$ cat src/rtl/pwmpc_pkg.sv
// Constants, register map and state layout of the PWM pair join and clock halt block
package pwmpc_pkg;

  // Channel and pair counts
  localparam int unsigned NUM_CH    = 8;
  localparam int unsigned NUM_PAIRS = 4;

  // Bus widths
  localparam int unsigned ADDR_W = 8;
  localparam int unsigned DATA_W = 32;

  // Register indices; byte address is four times the index
  localparam logic [5:0] IDX_CTL  = 6'h05;
  localparam logic [5:0] IDX_CNT0 = 6'h0C;
  localparam logic [5:0] IDX_CNT7 = 6'h13;

  // Control register fields
  localparam int unsigned CTL_JOIN_LSB  = 4;
  localparam int unsigned CTL_HALT_WAIT = 3;
  localparam int unsigned CTL_HALT_FRZ  = 2;
  localparam logic [7:0]  CTL_RESET     = 8'h00;
  localparam logic [3:0]  CTL_LOW_MASK  = 4'hC;

  // Counter reset value
  localparam logic [7:0] CNT_RESET = 8'h00;

  // AXI responses
  localparam logic [1:0] RESP_OKAY   = 2'h0;
  localparam logic [1:0] RESP_SLVERR = 2'h2;

  // Complete state of the block
  typedef struct packed {
    logic [7:0]                ctl;
    logic [NUM_CH-1:0][7:0]    cnt;
    logic [NUM_CH-1:0]         pwm;
    logic                      run;
    logic                      aw_rdy;
    logic                      aw_have;
    logic [ADDR_W-1:0]         aw_addr;
    logic                      w_rdy;
    logic                      w_have;
    logic [7:0]                w_data;
    logic                      w_lane0;
    logic                      bvalid;
    logic [1:0]                bresp;
    logic                      ar_rdy;
    logic                      rvalid;
    logic [DATA_W-1:0]         rdata;
    logic [1:0]                rresp;
  } pwmpc_state_s;

endpackage

$ cat src/rtl/pwmpc_top.sv
// PWM pair join and prescaler clock halt control with AXI4-Lite registers
// Behaviour
// Four join bits, each merging one pair of 8-bit channels into 16 bits.
// Join bits of absent pairs ignore writes and read as zero.
// Bit 7 joins channels 6 high and 7 low; clear means separate.
// Bit 6 joins channels 4 high and 5 low; clear means separate.
// Bit 5 joins channels 2 high and 3 low; clear means separate.
// Bit 4 joins channels 0 high and 1 low; clear means separate.
// Joined waveform leaves on low channel pin, using low channel settings.
// Software changes a join bit only with both pair channels disabled.
// Bit 3 set stops prescaler clock while processor is in wait.
// Bit 2 set stops prescaler clock while part is in freeze.
// Registers stay reachable in freeze; clock resumes on bit clear or exit.
// Halted prescaler clock holds counters, counting resumes from held values.
// Joined mode write to either counter byte resets whole 16-bit counter.
// Software reads a joined counter with one 16-bit access; the code returns each counter byte in its own word read.
// Joined low counter carries into high counter, compared to 16-bit values.
// Control bits 1 and 0 read as zero and ignore writes.
`timescale 1ns/100ps

module pwmpc_top #(
  parameter logic [3:0] PAIR_PRESENT = 4'hF
) (
  // Clock and reset
  input  wire logic                         aclk,
  input  wire logic                         aresetn,
  // AXI4-Lite write address
  input  wire logic [pwmpc_pkg::ADDR_W-1:0] s_axi_awaddr,
  input  wire logic [2:0]                   s_axi_awprot,
  input  wire logic                         s_axi_awvalid,
  output      logic                         s_axi_awready,
  // AXI4-Lite write data
  input  wire logic [pwmpc_pkg::DATA_W-1:0] s_axi_wdata,
  input  wire logic [3:0]                   s_axi_wstrb,
  input  wire logic                         s_axi_wvalid,
  output      logic                         s_axi_wready,
  // AXI4-Lite write response
  output      logic [1:0]                   s_axi_bresp,
  output      logic                         s_axi_bvalid,
  input  wire logic                         s_axi_bready,
  // AXI4-Lite read address
  input  wire logic [pwmpc_pkg::ADDR_W-1:0] s_axi_araddr,
  input  wire logic [2:0]                   s_axi_arprot,
  input  wire logic                         s_axi_arvalid,
  output      logic                         s_axi_arready,
  // AXI4-Lite read data
  output      logic [pwmpc_pkg::DATA_W-1:0] s_axi_rdata,
  output      logic [1:0]                   s_axi_rresp,
  output      logic                         s_axi_rvalid,
  input  wire logic                         s_axi_rready,
  // Processor mode status
  input  wire logic                         wait_mode,
  input  wire logic                         freeze_mode,
  // Per channel settings from the neighbouring registers
  input  wire logic [7:0]                   chan_enable,
  input  wire logic [7:0]                   chan_polarity,
  input  wire logic [7:0]                   chan_tick,
  input  wire logic [7:0][7:0]              chan_period,
  input  wire logic [7:0][7:0]              chan_duty,
  // Prescaler gate and waveforms
  output      logic                         prescaler_clock_enable,
  output      logic [7:0]                   pwm_output_port
);
  import pwmpc_pkg::*;

  pwmpc_state_s state_q;
  pwmpc_state_s state_d;

  // Word index of a byte address
  function automatic logic [5:0] reg_index(input logic [ADDR_W-1:0] addr);
    reg_index = addr[ADDR_W-1:2];
  endfunction

  // Mapped and aligned address check
  function automatic logic reg_mapped(input logic [ADDR_W-1:0] addr);
    logic [5:0] idx;
    idx = addr[ADDR_W-1:2];
    reg_mapped = (addr[1:0] == 2'h0) &&
                 ((idx == IDX_CTL) || ((idx >= IDX_CNT0) && (idx <= IDX_CNT7)));
  endfunction

  // Next count: wraps to zero at period minus one, zero period pins it
  function automatic logic [15:0] cnt_step(input logic [15:0] c,
                                           input logic [15:0] per);
    logic [16:0] nxt;
    nxt = {1'b0, c} + 17'h00001;
    if (nxt >= {1'b0, per}) begin
      cnt_step = 16'h0000;
    end else begin
      cnt_step = nxt[15:0];
    end
  endfunction

  // Left aligned waveform level from count, duty and polarity
  function automatic logic wave_level(input logic [15:0] c,
                                      input logic [15:0] duty,
                                      input logic        pol,
                                      input logic        en);
    if (!en) begin
      wave_level = 1'b0;
    end else if (pol) begin
      wave_level = (c < duty);
    end else begin
      wave_level = (c >= duty);
    end
  endfunction

  // Writable control bits: join bits of present pairs and the two halt bits
  function automatic logic [7:0] ctl_write_mask(input logic [3:0] present);
    ctl_write_mask = {present, CTL_LOW_MASK};
  endfunction

  // Outputs straight from the state register
  assign s_axi_awready          = state_q.aw_rdy;
  assign s_axi_wready           = state_q.w_rdy;
  assign s_axi_bresp            = state_q.bresp;
  assign s_axi_bvalid           = state_q.bvalid;
  assign s_axi_arready          = state_q.ar_rdy;
  assign s_axi_rdata            = state_q.rdata;
  assign s_axi_rresp            = state_q.rresp;
  assign s_axi_rvalid           = state_q.rvalid;
  assign prescaler_clock_enable = state_q.run;
  assign pwm_output_port        = state_q.pwm;

  // Next state of bus slave, control register, counters and waveforms
  always_comb begin
    logic              commit;
    logic              wr_ok;
    logic [5:0]        w_idx;
    logic [5:0]        r_idx;
    logic [7:0]        cnt_clr;
    logic [3:0]        joined;
    logic [15:0]       c16;
    logic [15:0]       per16;
    logic [15:0]       duty16;
    logic [15:0]       n16;
    logic [7:0]        cnt_rd;
    commit  = 1'b0;
    wr_ok   = 1'b0;
    w_idx   = 6'h00;
    r_idx   = 6'h00;
    cnt_clr = 8'h00;
    joined  = 4'h0;
    c16     = 16'h0000;
    per16   = 16'h0000;
    duty16  = 16'h0000;
    n16     = 16'h0000;
    cnt_rd  = 8'h00;
    state_d = state_q;

    // Capture write address and write data in either order
    if (s_axi_awvalid && state_q.aw_rdy) begin
      state_d.aw_have = 1'b1;
      state_d.aw_addr = s_axi_awaddr;
    end
    if (s_axi_wvalid && state_q.w_rdy) begin
      state_d.w_have  = 1'b1;
      state_d.w_data  = s_axi_wdata[7:0];
      state_d.w_lane0 = s_axi_wstrb[0];
    end

    // Perform the write once both halves are held
    commit = state_q.aw_have && state_q.w_have && !state_q.bvalid;
    w_idx  = reg_index(state_q.aw_addr);
    wr_ok  = reg_mapped(state_q.aw_addr);
    if (commit) begin
      state_d.aw_have = 1'b0;
      state_d.w_have  = 1'b0;
      state_d.bvalid  = 1'b1;
      state_d.bresp   = wr_ok ? RESP_OKAY : RESP_SLVERR;
      if (wr_ok && state_q.w_lane0) begin
        if (w_idx == IDX_CTL) begin
          // Absent pair bits and bits 1..0 keep their zero
          state_d.ctl = state_q.w_data & ctl_write_mask(PAIR_PRESENT);
        end else begin
          // Any value written to a counter clears it
          cnt_clr[3'(w_idx - IDX_CNT0)] = 1'b1;
        end
      end
    end

    // Write response leaves on bready
    if (state_q.bvalid && s_axi_bready) begin
      state_d.bvalid = 1'b0;
    end
    state_d.aw_rdy = !state_d.aw_have && !state_d.bvalid;
    state_d.w_rdy  = !state_d.w_have && !state_d.bvalid;

    // Read: register data one cycle after the address is taken
    r_idx = reg_index(s_axi_araddr);
    if (r_idx >= IDX_CNT0 && r_idx <= IDX_CNT7) begin
      cnt_rd = state_q.cnt[3'(r_idx - IDX_CNT0)];
    end
    if (s_axi_arvalid && state_q.ar_rdy) begin
      state_d.rvalid = 1'b1;
      if (!reg_mapped(s_axi_araddr)) begin
        state_d.rdata = '0;
        state_d.rresp = RESP_SLVERR;
      end else if (r_idx == IDX_CTL) begin
        state_d.rdata = {24'h000000, state_q.ctl};
        state_d.rresp = RESP_OKAY;
      end else begin
        state_d.rdata = {24'h000000, cnt_rd};
        state_d.rresp = RESP_OKAY;
      end
    end
    if (state_q.rvalid && s_axi_rready) begin
      state_d.rvalid = 1'b0;
    end
    state_d.ar_rdy = !state_d.rvalid;

    // Prescaler clock gate from wait and freeze halts
    state_d.run = !(state_q.ctl[CTL_HALT_WAIT] && wait_mode) &&
                  !(state_q.ctl[CTL_HALT_FRZ] && freeze_mode);

    // Join bits; pair p joins channel 2p high and 2p+1 low
    joined = state_q.ctl[CTL_JOIN_LSB +: NUM_PAIRS] & PAIR_PRESENT;

    // Counters and waveforms, one pair at a time
    for (int p = 0; p < NUM_PAIRS; p++) begin
      if (joined[p]) begin
        // Joined pair runs as one 16-bit counter, low byte settings rule
        c16    = {state_q.cnt[2*p], state_q.cnt[2*p+1]};
        per16  = {chan_period[2*p], chan_period[2*p+1]};
        duty16 = {chan_duty[2*p], chan_duty[2*p+1]};
        n16    = c16;
        if (cnt_clr[2*p] || cnt_clr[2*p+1]) begin
          n16 = 16'h0000;
        end else if (state_q.run && chan_enable[2*p+1] &&
                     chan_tick[2*p+1]) begin
          n16 = cnt_step(c16, per16);
        end
        state_d.cnt[2*p]   = n16[15:8];
        state_d.cnt[2*p+1] = n16[7:0];
        // Waveform on the low channel pin, high channel pin idle
        state_d.pwm[2*p+1] = wave_level(c16, duty16,
                                        chan_polarity[2*p+1],
                                        chan_enable[2*p+1]);
        state_d.pwm[2*p]   = 1'b0;
      end else begin
        // Separate 8-bit channels
        for (int h = 0; h < 2; h++) begin
          c16    = {8'h00, state_q.cnt[2*p+h]};
          per16  = {8'h00, chan_period[2*p+h]};
          duty16 = {8'h00, chan_duty[2*p+h]};
          n16    = c16;
          if (cnt_clr[2*p+h]) begin
            n16 = 16'h0000;
          end else if (state_q.run && chan_enable[2*p+h] &&
                       chan_tick[2*p+h]) begin
            n16 = cnt_step(c16, per16);
          end
          state_d.cnt[2*p+h] = n16[7:0];
          state_d.pwm[2*p+h] = wave_level(c16, duty16,
                                          chan_polarity[2*p+h],
                                          chan_enable[2*p+h]);
        end
      end
    end
  end

  // State register with synchronous reset
  always_ff @(posedge aclk) begin
    if (!aresetn) begin
      state_q         <= '0;
      state_q.ctl     <= CTL_RESET;
      state_q.cnt     <= {NUM_CH{CNT_RESET}};
      state_q.bresp   <= RESP_OKAY;
      state_q.rresp   <= RESP_OKAY;
    end else begin
      state_q <= state_d;
    end
  end

endmodule

$ cat config.mk
export PLATFORM = sky130hd
export DESIGN_NAME = pwmpc_top
export DESIGN_NICKNAME = d
export VERILOG_FILES = /design/src/rtl/pwmpc_pkg.sv /design/src/rtl/pwmpc_top.sv
export SDC_FILE = /design/constraint.sdc
export NUM_CORES = 1
export LEC_CHECK = 0
export BUFFER_PORTS_ARGS = -buffer_cell sky130_fd_sc_hd__buf_2
export CAP_MARGIN = 20
export CORE_MARGIN = 2
export CORE_UTILIZATION = 40
export DETAILED_ROUTE_END_ITERATION = 10
export GPL_TIMING_DRIVEN = 1
export SETUP_SLACK_MARGIN = 0.15
export SYNTH_ARGS = -nofsm -noshare
export SYNTH_HDL_FRONTEND = slang
export SYNTH_SLANG_ARGS = --single-unit
$ cat constraint.sdc
create_clock -name aclk -period 4 [get_ports aclk]
set_input_delay 0.6 -clock aclk [delete_from_list [all_inputs] [get_ports aclk]]
set_output_delay 0.6 -clock aclk [all_outputs]
set_load 0.01 [all_outputs]
==> results.py <==
metrics = {
    "clock_tree": {
        "cts_buffer_depth": 2,
        "cts_hold_buf": 0,
        "cts.sinks": 111,
        "clkLatencyLatePin_ns": 0.36,
        "clk_pin_slew_ns": 0.09,
        "clockRootBuffer": "clkbuf_16",
        "cts_buffers": 9,
        "htreeDepth": 3,
        "cts_tree": "yes",
    },
    "pwr": {
        "switching_share_pct": 30.7,
        "power.switching_w": 0.000786,
        "p_per_area_nw_per_um2": 193,
        "max-vdd-ir-drop_mv": 0.192,
        "total_power_w": 0.00256,
        "combPwrFrac_pct": 18.8,
        "p_leak_nw": 6.60,
        "p_int_w": 0.00177,
        "clock_power_share_pct": 35.7,
        "pwr-share-seq_pct": 45.5,
    },
    "timing": {
        "fmax_mhz": 275,
        "holdWs_ns": 0.422,
        "min_period_ns": 3.64,
        "setup_viol": 0,
        "worst_pin_slew_ns": 1.07,
        "rsz0062_at_grt": "no",
        "fin_tns_setup_ns": 0,
        "slew_headroom_pct": 28.5,
        "hold_viol": 0,
        "finClkSkew_ns": 0.0113,
        "period_share_pct": 90.9,
        "drv_slew": 0,
    },
    "floorplan": {
        "die_y_um": 175,
        "start_util_pct": 40.5,
        "io_pins": 269,
        "rows": 62,
        "dieArea_sq_um": 30500,
        "coreArea_sq_um": 28700,
        "fp.dieW_um": 175,
    },
    "yosys": {
        "ys_types": 91,
        "syn-cell-area_sq_um": 11600,
        "seq_area_frac_synth_pct": 19.1,
        "syn_area_per_cell_sq_um": 7.91,
        "async_flop_share_pct": 0,
        "synth_edf_count": 0,
        "synthCells": 1471,
        "synthFlopType": "dfxtp_1",
        "yosysWarnings": 0,
        "synth_seq_cells": 111,
    },
    "placement": {
        "numPortBuffers": 207,
        "hpwl_mm": 28.7,
        "gp_congestion": 0.875,
    },
    "setup_path": {
        "critPathKind": "reg -> reg",
        "cp.required_ns": 4.26,
        "endpoint_kind": "register",
        "start_kind": "register",
        "crit_fanout": 8,
        "worst_ep_arrival_time_ns": 3.90,
    },
    "final_layout": {
        "nNetsFinal": 2042,
        "final_common_cell": "buf_2",
        "area_growth_pct": 14.0,
        "drive_gt1_share_pct": 19.8,
        "n_antenna_cell": 0,
        "layout_common_cells": "buf_2, ha_1, inv_1",
    },
    "routing": {
        "vias": 11100,
        "wire_per_inst_um": 17.1,
        "post_drt_via_cell_ratio": 5.45,
        "first_pass_iters": 5,
        "wirelength_mm": 34.9,
        "ant_nets": 0,
        "route.detailed.drc": 0,
        "drt_iter0_drc": 702,
    },
    "global_route": {
        "gr-total-overflow": 0,
        "grt_pass1_vias": 10700,
        "antenna_found_initial": 0,
        "grtUsageTotal_pct": 22.6,
        "grt_start_max_net_pins": 32,
        "grt_pass1_wl_mm": 54.9,
    },
    "job": {
        "maxCapViolations": 0,
    },
    "worst_hold_path": {
        "min_path_type": "in -> reg",
    },
    "outcome": {
        "status": "finished, final reports clean",
    },
}
## state kept, by name, summed over array words and instances, names as in the netlist
signal,flops
state_q,87
s_axi_rvalid,1
s_axi_bvalid,1
s_axi_bresp,1
s_axi_awready,1
prescaler_clock_enable,1
s_axi_wready,1
pwm_output_port,8
s_axi_rresp,1
s_axi_arready,1
s_axi_rdata,8
## cell families (layout without fill, tap and decap cells)
| group | Yosys count | after routing | synth area share, % |
|---|---|---|---|
| buffers and inverters | 254 | 414 | 9.81 |
| DFF | 111 | 111 | 19.1 |
| muxes | 43 | 43 | 5.48 |
| xor gates and xnor gates | 93 | 93 | 7.00 |
| adders and majority gates | 172 | 172 | 18.5 |
| AOI/OAI and AO/OA | 327 | 327 | 19.6 |
| other | 1 | 26 | 0.0322 |
| and+or+nand+nor | 470 | 470 | 20.5 |
## cell usage after synthesis, types with 5 or more instances
master	number	area share, %
nand3_1	71	3.1
o22ai_1	8	0.43
a22oi_1	7	0.45
mux2i_1	22	1.9
a211oi_1	14	0.90
clkbuf_1	39	1.3
o21ai_0	62	2.7
xor2_1	39	2.9
nand2_1	125	4.0
and2_1	6	0.32
a31oi_1	17	0.91
inv_1	151	4.9
mux4_2	16	3.1
buf_2	10	0.43
mux2_2	5	0.48
o2111ai_1	5	0.38
and3_1	34	1.8
xnor2_1	54	4.1
or2_2	8	0.43
ha_1	172	19
o21a_1	14	0.90
nand4_1	25	1.3
or3_1	5	0.27
nor3_1	28	1.2
a21oi_1	82	3.5
a211o_1	5	0.38
nor4_1	6	0.32
o31ai_1	6	0.39
buf_4	44	2.8
nor2b_1	17	0.91
nor2_1	91	2.9
a32o_1	7	0.60
a21o_1	31	2.0
buf_1	6	0.19
nand2b_1	20	1.1
dfxtp_1	111	19
## critical path, cell delays in order, from the launching register on
cell and delay, ns:
dfxtp_2 0.39, ha_1 0.24, and3_1 0.19, and3_1 0.37, nand2_1 0.12, xnor2_1 0.15, ha_1 0.30, and3_1 0.17
and4_1 0.22, nand3_1 0.11, or3b_2 0.56, a22oi_2 0.34, nand2_1 0.15, and3_1 0.22
## cell type report
type | instances | area [sq um]
fill | 2944 | 15400
inverter | 152 | 571
clock buffer | 9 | 225
timing repair buffer | 246 | 1330
multi-input combinational | 1131 | 8370
clock inverter | 7 | 56.3
sequential | 111 | 2230
tap | 384 | 480
## power by group through the flow
stage | clock (W) | sequential, W | combinational [W]
3_3_place_gp | 0 | 0.00119 | 0.000469
5_1_grt | 0.000964 | 0.00117 | 0.000547
6_report | 0.000913 | 0.00116 | 0.000481
2_1_floorplan | 0 | 0.00118 | 0.000317
4_1_cts | 0.000921 | 0.00116 | 0.000483
3_5_place_dp | 0 | 0.00119 | 0.000480
## layer usage
metal	GRT usage, %	part of all wire [%]	vias to the layer above
met5	0	0	-
met4	8.23	2.8	0
met3	2.71	6.3	60
met2	36.1	44	387
met1	31.2	47	5118
li1	-	-	5544
## through the flow
step	cells	instance area [sq um]	worst slack (ns)	utilization (%)
after floorplan	1496	11700	0.410	-
after global placement	2022	12900	0.288	45.1
after detailed placement	2022	12900	0.275	45.1
after CTS	2038	13200	0.234	46.1
after global routing	2040	13300	0.149	46.2
final	2040	13300	0.362	46.2
## what timing repair did
action / in CTS / in global routing
hold endpoints to repair: 0 / 0
setup endpoints to repair: 0 / 28
buffers inserted: 0 / 1
resized for setup: 0 / 7
## worst paths after layout
kind	startpoint	to	slack [ns]	cells past startpoint
setup / recovery	state_q[94]	state_q[97]	0.36	13
hold reg to reg	state_q[42]	state_q[42]	0.46	2
hold / removal	chan_polarity[6]	pwm_output_port[6]	0.42	2
setup reg to reg	state_q[94]	state_q[97]	0.36	13
Power figures use the tool's default switching activity.
